--- src/hw/gsel_pkg.sv ---
// Purpose: Shared constants and types for the parameter group selector
// Assumes: 32-bit APB, word-aligned registers
// Notes:   Group numbers are 1..8 on the bus, 0..7 inside the logic
package gsel_pkg;

  // Group count and widths
  localparam int unsigned GROUP_COUNT = 8;
  localparam int unsigned GROUP_W     = 4;
  localparam int unsigned SYNC_W      = 13;

  // Register byte offsets
  localparam logic [7:0] USED_OFF   = 8'h00;
  localparam logic [7:0] FORCE_OFF  = 8'h04;
  localparam logic [7:0] REMOTE_OFF = 8'h08;
  localparam logic [7:0] STATUS_OFF = 8'h0c;
  localparam logic [7:0] EVENT_OFF  = 8'h10;

  // Field positions
  localparam int unsigned FORCE_EN_BIT   = 0;
  localparam int unsigned FORCE_GRP_LSB  = 4;
  localparam int unsigned STAT_ACT_LSB   = 0;
  localparam int unsigned STAT_REQ_LSB   = 8;
  localparam int unsigned STAT_MASK_LSB  = 16;
  localparam int unsigned STAT_FORCE_BIT = 24;

  // Reset values
  localparam logic [GROUP_W-1:0] USED_RESET   = 4'h1;
  localparam logic [GROUP_W-1:0] SELECT_NONE  = 4'h0;
  localparam logic [2:0]         ACTIVE_RESET = 3'h0;

  // Event flags, also the event register layout
  typedef struct packed {
    logic force_mode;
    logic fail_force;
    logic fail_prio;
    logic fail_not_cfg;
  } gsel_evt_type;

  localparam gsel_evt_type EVT_RESET = '{default: 1'b0};

endpackage

--- src/hw/gsel_sync.sv ---
// Purpose: Two-flop synchroniser with rising edge detect
// Assumes: Inputs are asynchronous to pclk
// Notes:   Edge is taken from the second and third stages only
`timescale 1ns/1ps
module gsel_sync #(
  parameter int unsigned W = 8
) (
  // Clock and reset
  input  wire logic         pclk,
  input  wire logic         presetn,
  // Asynchronous inputs
  input  wire logic [W-1:0] async_in,
  // Synchronised level and edge
  output logic      [W-1:0] level_q,
  output logic      [W-1:0] rise_q
);

  logic [W-1:0] meta_q;
  logic [W-1:0] prev_q;

  always_ff @(posedge pclk or negedge presetn) begin
    if (!presetn) begin
      meta_q  <= '0;
      level_q <= '0;
      prev_q  <= '0;
    end else begin
      meta_q  <= async_in;
      level_q <= meta_q;
      prev_q  <= level_q;
    end
  end

  // Rise pulse, one cycle wide
  always_ff @(posedge pclk or negedge presetn) begin
    if (!presetn) begin
      rise_q <= '0;
    end else begin
      rise_q <= level_q & ~prev_q;
    end
  end

endmodule

--- src/hw/gsel_top.sv ---
// Purpose: Priority selector of the active parameter group, APB slave
// Assumes: Activation inputs and panel pins are asynchronous, one clock
// Notes:   Zero-wait APB, answer in the first access cycle
`timescale 1ns/1ps

module gsel_top
  import gsel_pkg::*;
(
  // Clock and reset
  input  wire logic                   pclk,
  input  wire logic                   presetn,
  // APB slave
  input  wire logic                   psel,
  input  wire logic                   penable,
  input  wire logic                   pwrite,
  input  wire logic [7:0]             paddr,
  input  wire logic [31:0]            pwdata,
  output logic      [31:0]            prdata,
  output logic                        pready,
  output logic                        pslverr,
  // Group activation pins
  input  wire logic [GROUP_COUNT-1:0] group_req_in,
  // Operator panel force pins
  input  wire logic                   panel_force_strobe,
  input  wire logic [GROUP_W-1:0]     panel_force_group,
  // Active group
  output logic [GROUP_W-1:0]          active_group,
  output logic [GROUP_COUNT-1:0]      active_onehot,
  output logic [GROUP_COUNT-1:0]      defaults_load,
  // Events
  output gsel_evt_type                evt_on,
  output gsel_evt_type                evt_off
);

  // Highest priority set bit
  function automatic logic [2:0] first_one(input logic [GROUP_COUNT-1:0] v);
    logic [2:0] idx;
    idx = 3'h0;
    for (int i = GROUP_COUNT - 1; i >= 0; i--) begin
      if (v[i]) begin
        idx = 3'(i);
      end
    end
    return idx;
  endfunction

  logic [GROUP_W-1:0]     used_q;
  logic                   force_en_q;
  logic [GROUP_W-1:0]     force_sel_q;
  logic [GROUP_W-1:0]     remote_sel_q;
  logic [2:0]             active_q;
  logic                   release_q;
  gsel_evt_type           flags_q;
  gsel_evt_type           flags_d;
  logic [SYNC_W-1:0]      sync_lvl;
  logic [SYNC_W-1:0]      sync_rise;
  logic [GROUP_COUNT-1:0] mask;
  logic [GROUP_COUNT-1:0] blocked;
  logic [GROUP_COUNT-1:0] lvl_en;
  logic [GROUP_COUNT-1:0] rise_ok;
  logic [GROUP_COUNT-1:0] rise_blk;
  logic [GROUP_COUNT-1:0] rise_bad;
  logic [31:0]            rdata_d;
  logic                   rd_hit;
  logic                   wr_en;
  logic                   wr_used;
  logic                   wr_force;
  logic                   wr_remote;
  logic [GROUP_W-1:0]     used_new;
  logic [GROUP_W-1:0]     force_grp;
  logic [GROUP_W-1:0]     remote_grp;
  logic                   force_req;
  logic [GROUP_W-1:0]     force_tgt;
  logic                   force_ok;
  logic                   force_nc;
  logic                   force_rej;
  logic                   remote_ok;
  logic                   remote_nc;
  logic                   remote_blk;
  logic                   auto_fire;
  logic                   shrink;

  // Pin synchronisers
  gsel_sync #(
    .W (SYNC_W)
  ) u_sync (
    .pclk     (pclk),
    .presetn  (presetn),
    .async_in ({panel_force_strobe, panel_force_group, group_req_in}),
    .level_q  (sync_lvl),
    .rise_q   (sync_rise)
  );

  // APB decode
  assign wr_en     = psel & penable & pwrite & pready;
  assign wr_used   = wr_en & (paddr == USED_OFF);
  assign wr_force  = wr_en & (paddr == FORCE_OFF);
  assign wr_remote = wr_en & (paddr == REMOTE_OFF);
  assign used_new  = pwdata[GROUP_W-1:0];
  assign force_grp = pwdata[FORCE_GRP_LSB +: GROUP_W];
  assign remote_grp = pwdata[GROUP_W-1:0];

  generate
    for (genvar g = 0; g < GROUP_COUNT; g++) begin : g_grp
      assign mask[g]   = (4'(g) < used_q);
      assign lvl_en[g] = sync_lvl[g] & mask[g];
      if (g == 0) begin : g_top
        assign blocked[g] = 1'b0;
      end else begin : g_low
        assign blocked[g] = |lvl_en[g-1:0];
      end
    end
  endgenerate

  // Only a rise is a request, except held levels on force release; held levels join the priority pick
  assign rise_ok  = sync_rise[GROUP_COUNT-1:0] & mask & ~blocked;
  assign rise_blk = sync_rise[GROUP_COUNT-1:0] & mask & blocked;
  assign rise_bad = sync_rise[GROUP_COUNT-1:0] & ~mask;
  assign auto_fire = ~force_en_q & (|rise_ok);
  assign shrink    = wr_used & (used_new >= 4'h1) & (used_new <= 4'h8)
                     & ({1'b0, active_q} >= used_new);

  // Forced select acts as one pulse
  always_comb begin
    force_req = 1'b0;
    force_tgt = SELECT_NONE;
    if (wr_force && force_grp != SELECT_NONE) begin
      force_req = 1'b1;
      force_tgt = force_grp;
    end else if (sync_rise[SYNC_W-1] && sync_lvl[SYNC_W-2 -: GROUP_W] != SELECT_NONE) begin
      force_req = 1'b1;
      force_tgt = sync_lvl[SYNC_W-2 -: GROUP_W];
    end
  end

  // Needs force mode and enabled target
  assign force_ok  = force_req & force_en_q & (force_tgt <= used_q) & (force_tgt <= 4'h8);
  assign force_nc  = force_req & force_en_q & ~force_ok;
  assign force_rej = force_req & ~force_en_q;

  assign remote_nc  = wr_remote & ~force_en_q & (remote_grp != SELECT_NONE)
                      & ((remote_grp > used_q) | (remote_grp > 4'h8));
  assign remote_blk = wr_remote & ~force_en_q & (remote_grp != SELECT_NONE) & ~remote_nc
                      & blocked[3'(remote_grp - 4'h1)];
  assign remote_ok  = wr_remote & ~force_en_q & (remote_grp != SELECT_NONE)
                      & ~remote_nc & ~remote_blk;

  // Configuration registers
  // Reset to one group
  always_ff @(posedge pclk or negedge presetn) begin
    if (!presetn) begin
      used_q       <= USED_RESET;
      force_en_q   <= 1'b0;
      force_sel_q  <= SELECT_NONE;
      remote_sel_q <= SELECT_NONE;
      release_q    <= 1'b0;
    end else begin
      if (wr_used && used_new >= 4'h1 && used_new <= 4'h8) begin
        used_q <= used_new;
      end
      if (wr_force) begin
        force_en_q  <= pwdata[FORCE_EN_BIT];
        force_sel_q <= force_grp;
      end
      if (wr_remote) begin
        remote_sel_q <= remote_grp;
      end
      release_q <= wr_force & force_en_q & ~pwdata[FORCE_EN_BIT];
    end
  end

  always_ff @(posedge pclk or negedge presetn) begin
    if (!presetn) begin
      defaults_load <= '0;
    end else begin
      for (int i = 0; i < GROUP_COUNT; i++) begin
        defaults_load[i] <= wr_used && used_new <= 4'h8 && 4'(i) < used_new && !mask[i];
      end
    end
  end

  always_ff @(posedge pclk or negedge presetn) begin
    if (!presetn) begin
      active_q <= ACTIVE_RESET;
    end else if (shrink) begin
      active_q <= ACTIVE_RESET;
    end else if (force_ok) begin
      active_q <= 3'(force_tgt - 4'h1);
    end else if (release_q && |lvl_en) begin
      active_q <= first_one(lvl_en);
    end else if (remote_ok) begin
      active_q <= 3'(remote_grp - 4'h1);
    end else if (auto_fire) begin
      active_q <= first_one(lvl_en | rise_ok);
    end
  end

  always_comb begin
    flags_d = flags_q;
    flags_d.force_mode = force_en_q;
    if (force_ok || remote_ok || auto_fire) begin
      flags_d.fail_not_cfg = 1'b0;
      flags_d.fail_prio    = 1'b0;
      flags_d.fail_force   = 1'b0;
    end
    if ((!force_en_q && |rise_bad) || force_nc || remote_nc) begin
      flags_d.fail_not_cfg = 1'b1;
    end
    if ((!force_en_q && |rise_blk) || remote_blk) begin
      flags_d.fail_prio = 1'b1;
    end
    if (force_rej) begin
      flags_d.fail_force = 1'b1;
    end
  end

  always_ff @(posedge pclk or negedge presetn) begin
    if (!presetn) begin
      flags_q <= EVT_RESET;
      evt_on  <= EVT_RESET;
      evt_off <= EVT_RESET;
    end else begin
      flags_q <= flags_d;
      evt_on  <= flags_d & ~flags_q;
      evt_off <= ~flags_d & flags_q;
    end
  end

  always_ff @(posedge pclk or negedge presetn) begin
    if (!presetn) begin
      active_group  <= 4'h1;
      active_onehot <= 8'h01;
    end else begin
      active_group  <= {1'b0, active_q} + 4'h1;
      active_onehot <= 8'h01 << active_q;
    end
  end

  // APB read mux
  always_comb begin
    rdata_d = 32'h0000_0000;
    rd_hit  = 1'b1;
    case (paddr)
      USED_OFF: begin
        rdata_d[GROUP_W-1:0] = used_q;
      end
      FORCE_OFF: begin
        rdata_d[FORCE_EN_BIT] = force_en_q;
        rdata_d[FORCE_GRP_LSB +: GROUP_W] = force_sel_q;
      end
      REMOTE_OFF: begin
        rdata_d[GROUP_W-1:0] = remote_sel_q;
      end
      STATUS_OFF: begin
        rdata_d[STAT_ACT_LSB +: GROUP_W] = {1'b0, active_q} + 4'h1;
        rdata_d[STAT_REQ_LSB +: GROUP_COUNT] = sync_lvl[GROUP_COUNT-1:0];
        rdata_d[STAT_MASK_LSB +: GROUP_COUNT] = mask;
        rdata_d[STAT_FORCE_BIT] = force_en_q;
      end
      EVENT_OFF: begin
        rdata_d[3:0] = flags_q;
      end
      default: begin
        rd_hit = 1'b0;
      end
    endcase
  end

  // APB answer, one access cycle
  always_ff @(posedge pclk or negedge presetn) begin
    if (!presetn) begin
      pready  <= 1'b0;
      prdata  <= 32'h0000_0000;
      pslverr <= 1'b0;
    end else begin
      pready  <= psel & ~penable;
      prdata  <= (psel & ~penable & ~pwrite) ? rdata_d : 32'h0000_0000;
      pslverr <= psel & ~penable & ~rd_hit;
    end
  end

  // Checks
  one_active_a: assert property (@(posedge pclk) disable iff (!presetn)
    $onehot(active_onehot))
    else $error("active group not one-hot");

  reset_group_a: assert property (@(posedge pclk) disable iff (!presetn)
    $rose(presetn) |-> active_group == 4'h1)
    else $error("active group not one after reset");

  force_apply_a: assert property (@(posedge pclk) disable iff (!presetn)
    force_ok |=> ##1 active_group == $past(force_tgt, 2))
    else $error("forced group not applied");

  force_off_a: assert property (@(posedge pclk) disable iff (!presetn)
    force_en_q && !force_ok && !shrink |=> active_q == $past(active_q))
    else $error("group changed while forcing");

  force_refuse_a: assert property (@(posedge pclk) disable iff (!presetn)
    force_req && !force_en_q |=> flags_q.fail_force && active_q == $past(active_q))
    else $error("forced change taken with force mode off");

  level_prio_a: assert property (@(posedge pclk) disable iff (!presetn)
    auto_fire && !shrink && !force_ok && !release_q && !remote_ok
      |=> active_q == first_one($past(lvl_en | rise_ok)))
    else $error("priority winner wrong");

  remote_block_a: assert property (@(posedge pclk) disable iff (!presetn)
    remote_blk |=> flags_q.fail_prio && (evt_on.fail_prio || $past(flags_q.fail_prio)))
    else $error("blocked remote request not flagged");

  release_take_a: assert property (@(posedge pclk) disable iff (!presetn)
    release_q && |lvl_en && !shrink && !force_ok |=> active_q == first_one($past(lvl_en)))
    else $error("levels did not retake on release");

  pulse_hold_a: assert property (@(posedge pclk) disable iff (!presetn)
    !auto_fire && !force_ok && !remote_ok && !release_q && !shrink
      |=> active_q == $past(active_q))
    else $error("active group moved without request");

endmodule

--- config.mk ---
export PLATFORM = sky130hd
export DESIGN_NAME = gsel_top
export DESIGN_NICKNAME = d
export VERILOG_FILES = /design/src/hw/gsel_pkg.sv /design/src/hw/gsel_sync.sv /design/src/hw/gsel_top.sv
export SDC_FILE = /design/constraint.sdc
export NUM_CORES = 1
export LEC_CHECK = 0
export BUFFER_PORTS_ARGS = -buffer_cell sky130_fd_sc_hd__buf_2
export CAP_MARGIN = 10
export CORE_ASPECT_RATIO = 0.75
export CORE_MARGIN = 4
export CORE_UTILIZATION = 54
export DETAILED_ROUTE_END_ITERATION = 7
export PLACE_DENSITY = 0.8
export SLEW_MARGIN = 20
export SYNTH_ARGS = -nofsm -noshare
export SYNTH_HDL_FRONTEND = slang
export SYNTH_SLANG_ARGS = --single-unit
--- constraint.sdc ---
create_clock -name pclk -period 4.09 [get_ports pclk]
set_clock_uncertainty 0.15 [all_clocks]
set_input_delay 0 -clock pclk [delete_from_list [all_inputs] [get_ports pclk]]
set_output_delay 0 -clock pclk [all_outputs]
set_load 0.05 [all_outputs]
* Word-level counts from Yosys, hierarchy flattened
Index checks and enable logic that the tools add are counted.
** Word-level totals
- Bits in registers :: 128
- Bits of input ports :: 58
- Output and inout bits :: 62
- Logic and storage cells :: 207
** Cells by class
- $add $sub $neg :: 3
- Magnitude comparators :: 24
- Equal/unequal tests :: 4
- Shifts and indexed selects :: 1
- Mux-type cells :: 37
- Bitwise operators :: 56
- Reductions and logical operators :: 54
** Operators by type and width (number)
- $mux W3 :: 22
- $and A1 B1 Y1 :: 34
- $and A8 B8 Y8 :: 4
- $lt A3 B4 Y1 const A :: 8
- $reduce_or A8 Y1 :: 4
- $mux W25 :: 1
- $logic_and A1 B1 Y1 :: 24
- $mux W17 :: 1
- $eq A8 B4 Y1 const B :: 2
- $lt A1 B4 Y1 const A :: 4
- $lt A2 B4 Y1 const A :: 4
- $not A8 Y8 :: 2
- $and A13 B13 Y13 :: 1
- $not A13 Y13 :: 1
- $mux W4 :: 3
- $pmux W3 S4 :: 1
- $reduce_bool A4 Y1 :: 3
- $reduce_or A5 Y1 :: 2
- $logic_not A1 Y1 :: 9
- $and A4 B4 Y4 :: 2
- $eq A8 B3 Y1 const B :: 1
- $eq A8 B5 Y1 const B :: 1
- $le A4 B4 Y1 const B :: 2
- $logic_not A8 Y1 :: 1
- 23 further kinds :: 42

* Depth between registers and ports, before layout
- Depth after elaboration :: 19
- Depth in mapped cells :: 14
- Mapped depth without buffers :: 14

* Cells and area by module
From an unflattened synthesis, not the netlist that was laid out.
** Second synthesis, totals
- Cells, all modules :: 533
- Area, all modules :: 5859.4 um2
** Modules (own cells, without submodules)
- gsel_top :: instances 1, cells each 468, area an instance 4379.2 um2, sequential area each 1905.6 um2
- gsel_sync :: instances 1, cells each 65, area an instance 1480.2 um2, sequential area each 1301.2 um2

* Least setup slack after synthesis
No wires, ideal clock.
- Path kind :: register to register
- Start point :: reg pready
- End point :: reg evt_off[0] in the netlist's numbering
- Library setup time :: 66 ps
- Arrival time :: 3877 ps
- Required time :: 3874 ps
- Setup slack :: -3 ps
- Cell stages (with the launch flop) :: 14
- Buffers on the path :: 0
- Period minus slack after synthesis :: 4093 ps
- Path through :: dfrtp_1 > nand4_1 > or4_4 > and2_2 > a21boi_0 > ha_1 > and3b_1 > a2111oi_0 > o221a_2 > o21ai_2 > nand2_1 > a21oi_2 > a221oi_2 > and2_1
** On the way
- Longest elaborated chain between the ends :: 16
- Elaborated cells between the ends (all ways) :: 29
- Classes of those cells :: order compare: 2; mux: 4; bitwise: 18; reduce/logical: 5
** RTL lines
- start, declared :: RTL line gsel_top.sv:19 : output logic pready,
- start signal, assigned :: RTL line gsel_top.sv:276 : pready <= psel & ~penable;
- $and A1 B1 Y1 * :: RTL line gsel_top.sv:95 : assign wr_en = psel & penable & pwrite & pready;
- parallel branches: the longest is 12 deep, another holds $le A4 B4 Y1
- $mux W1 * :: RTL line gsel_top.sv:206 : if ((!force_en_q && |rise_bad) || force_nc || remote_nc) begin
- $not A4 Y4 * :: RTL line gsel_top.sv:225 : evt_off <= ~flags_d & flags_q;
- $and A4 B4 Y4 * :: RTL line gsel_top.sv:225
- end signal, assigned :: RTL line gsel_top.sv:225
- end, declared :: RTL line gsel_top.sv:32 : output gsel_evt_type evt_off
Mark *: on every way between the ends.
A chain may end at the register's enable or synchronous reset.

* Worst setup path after layout
Same ends and word-level chain as after synthesis.

==> summary.txt <==
vias per cell: 5.85
fmax: 266 MHz
startpoint class of the critical path: flip-flop
diode count: 0
nets: 722
synth top area cells: dfrtp_1 54%, ha_1 4.8%, nand2_1 3.3%
all-layer global routing usage: 0.271
crit end category: flip-flop
final worst slack: 332 ps
fin. max-slew vios: 0
area grow syn2layout: 29.3%
Syn. warnings: 0
Skew-Pair Late Insertion Delay: 420 ps
maximum VDD drop: 0.339 mV
Netlist cell types: 73
final setup TNS: 0 ps
critical path arrival: 3960 ps
fraction of registers with async set/reset: 1.00
Tmin final: 3760 ps
GRT overflow: 0
period utilisation layout: 0.919
worst slew pin tran: 897 ps
total number of vias: 4,610
Worst-path clk slew: 60 ps
Routed WL per cell: 18.7 microns
post-layout util: 0.721
pwr dens: 469 nW/um^2
drt first-iter violations: 508
worst path required time: 4290 ps
routability cong.: 0.928
Syn Area/Cell: 10.7 sq um
die height: 94.8 microns
Hold Crit Class: in -> reg
outcome: complete, no violations
Die Span X: 124 microns
post-synth top area share: 0.540
residual DRC count: 0
CTS tree: built
predominant post-synthesis flop cell: dfrtp_1
standard-cell rows: 31
Seq/Total Area, Yosys: 0.554
Crit path max-delay family: compound AO/OA/AOI/OAI gates
unrepaired setup endpoints after global routing: false
final setup fails: 0
H-Tree Depth: 4
# Post-CTS Setup Buffers: 0
Post-synth EDFFs: 0
Setup Crit Path Kind: reg -> reg
number of global-route vias before repair: 4,644
initial antenna violation count: 0
core box area: 9740 sq um
Final Hold Viols: 0
Leak Pwr: 3.46 nW
worst-path maximum fanout: 8
Slew HR: 0.402
Port Buffers: 88
worst path bufs/invs: 0
Clock Path Buffers: 2
Final ANT Viol Nets: 0
first-pass GRT wire length: 23.7 mm
Syn Inst Count: 508
root buffer cell: clkbuf_16
CTS buffer count: 17
Max-cap violations: 0
DP HPWL: 10.3 mm
post-synth top area cell: dfrtp_1
Initial Util: 0.557
CP max-delay cell: or4_4
total wire length: 14.7 mm
CTS sink cnt: 120
Detailed Routing Iterations Pass 1: 5
Critical Path, Cell by Cell: nand4_1, or4_4, and2_2, a21boi_0, ha_1, and3b_1, a2111oi_2, o221a_2, o21ai_2, nand2_1, a21oi_2, a221oi_2, and2_1
Cell Area, Synth: 5430 sq um
dpl ws: -5.71 ps
CP peak stage delay: 580 ps
area of the die: 11,700 sq um
Yosys reg bits: 120
IO Count: 120
pin count of the biggest net entering global routing: 74
layout cell share with drive strength beyond 1: 0.239
[synth_stat cells, types with 4 or more instances]
cell,instances
a2111oi_0,4
a211oi_1,6
a21o_1,6
a21oi_1,20
a221oi_1,4
a22oi_1,4
a31oi_1,5
and2_1,19
and3_1,4
buf_4,7
clkbuf_1,14
dfrtp_1,117
ha_1,21
inv_1,21
mux2i_1,5
nand2_1,48
nand2b_1,4
nand3_1,8
nand3b_1,4
nand4_1,6
nor2_1,48
nor2b_1,15
nor3_1,20
nor4_1,4
o211ai_1,4
o21ai_0,20
[kinds of logic after synthesis]
| group | share of synthesized area |
|---|---|
| and+or+nand+nor | 0.191 |
| DFF | 0.554 |
| AOI/OAI and AO/OA | 0.150 |
| buffers and inverters | 0.0364 |
| adders and majority gates | 0.0484 |
| muxes | 0.0154 |
| xor gates and xnor gates | 0.00323 |
| other | 0.000691 |
[what timing repair did]
item | 4_1_cts | 5_1_grt
endpoints found under the setup margin | 0 | 3
hold endpoints to repair | 113 | 0
resized for setup | 0 | 2
hold buffers | 36 | 0
[flip-flops by register name (all words and copies together) (netlist names)]
name	cells
active_group	4
u_sync.level_q	13
u_sync.meta_q	13
release_q	1
u_sync.rise_q	9
active_q	3
defaults_load	8
used_q	4
active_onehot	8
remote_sel_q	4
evt_off	4
force_sel_q	4
u_sync.prev_q	9
prdata	25
flags_q	4
pslverr	1
force_en_q	1
pready	1
evt_on	4
[layer usage]
metal	part of all wire	vias to the layer above	track usage
met3	0.096	42	0.0856
met2	0.45	252	0.406
met5	0	-	0
met1	0.43	2243	0.363
li1	-	2073	-
met4	0.026	0	0.118
[final cells by class]
type	instances	area [sq um]
fillers	699	2720
multi-input cells	349	2250
inverters	21	78.8
flip-flops and latches	120	3010
repair buffers	134	878
clock inverters	14	196
clock buffers	18	439
well taps	132	165
[worst register-to-register path, cell delays in order (launching register included)]
cell and delay [ps]:
dfrtp_2 350, nand4_1 150, or4_4 580, and2_2 230, a21boi_0 300, ha_1 210, and3b_1 180, a2111oi_2 430
o221a_2 280, o21ai_2 110, nand2_1 130, a21oi_2 80, a221oi_2 350, and2_1 170
[power breakdown]
group | internal, mW | switching, mW
sequential | 1.26 | 0.0462
combinational | 0.124 | 0.284
clock | 1.04 | 0.543
[metrics by stage]
| step | cells | total power [mW] | hold WS (ps) | area (sq um) |
|---|---|---|---|---|
| 6_report | 788 | 3.29 | 36.2 | 7020 |
| 5_1_grt | 788 | 3.43 | 68.9 | 7020 |
| 4_1_cts | 788 | 3.32 | 3.75 | 7010 |
| 3_5_place_dp | 720 | 1.70 | -40.7 | 6010 |
| 3_3_place_gp | 720 | 1.69 | -42.0 | 6010 |
| 2_1_floorplan | 514 | 1.58 | -446 | 5450 |
[layout by cell type, fill, tap and decap left out, types with 5 or more instances in the layout]
cell type,count
mux2i_1,5
nand2_1,48
nor3_1,20
a31oi_1,5
nor2_1,48
dfrtp_1,116
ha_1,21
clkbuf_16,17
a211oi_1,6
buf_2,87
o21ai_0,20
conb_1,7
nor2b_1,15
buf_4,11
a21oi_1,20
and2_1,19
nand4_1,6
inv_1,21
nand3_1,8
dlygate4sd3_1,36
a21o_1,6
[path summary, 6_finish.rpt]
kind	end	slack (ps)	start	cells after the start
min	prdata[2]$_DFF_PN0_	40	paddr[3]	5
max in group asynchronous	u_sync.meta_q[8]$_DFF_PN0_	2580	presetn	3
max reg2reg	evt_off[0]$_DFF_PN0_	330	pready$_DFF_PN0_	13
max	evt_off[0]$_DFF_PN0_	330	pready$_DFF_PN0_	13
min reg2reg	u_sync.level_q[12]$_DFF_PN0_	190	u_sync.meta_q[12]$_DFF_PN0_	0
min in group asynchronous	prdata[16]$_DFF_PN0_	110	presetn	2
Note: power is estimated with default switching activity, not from simulation.
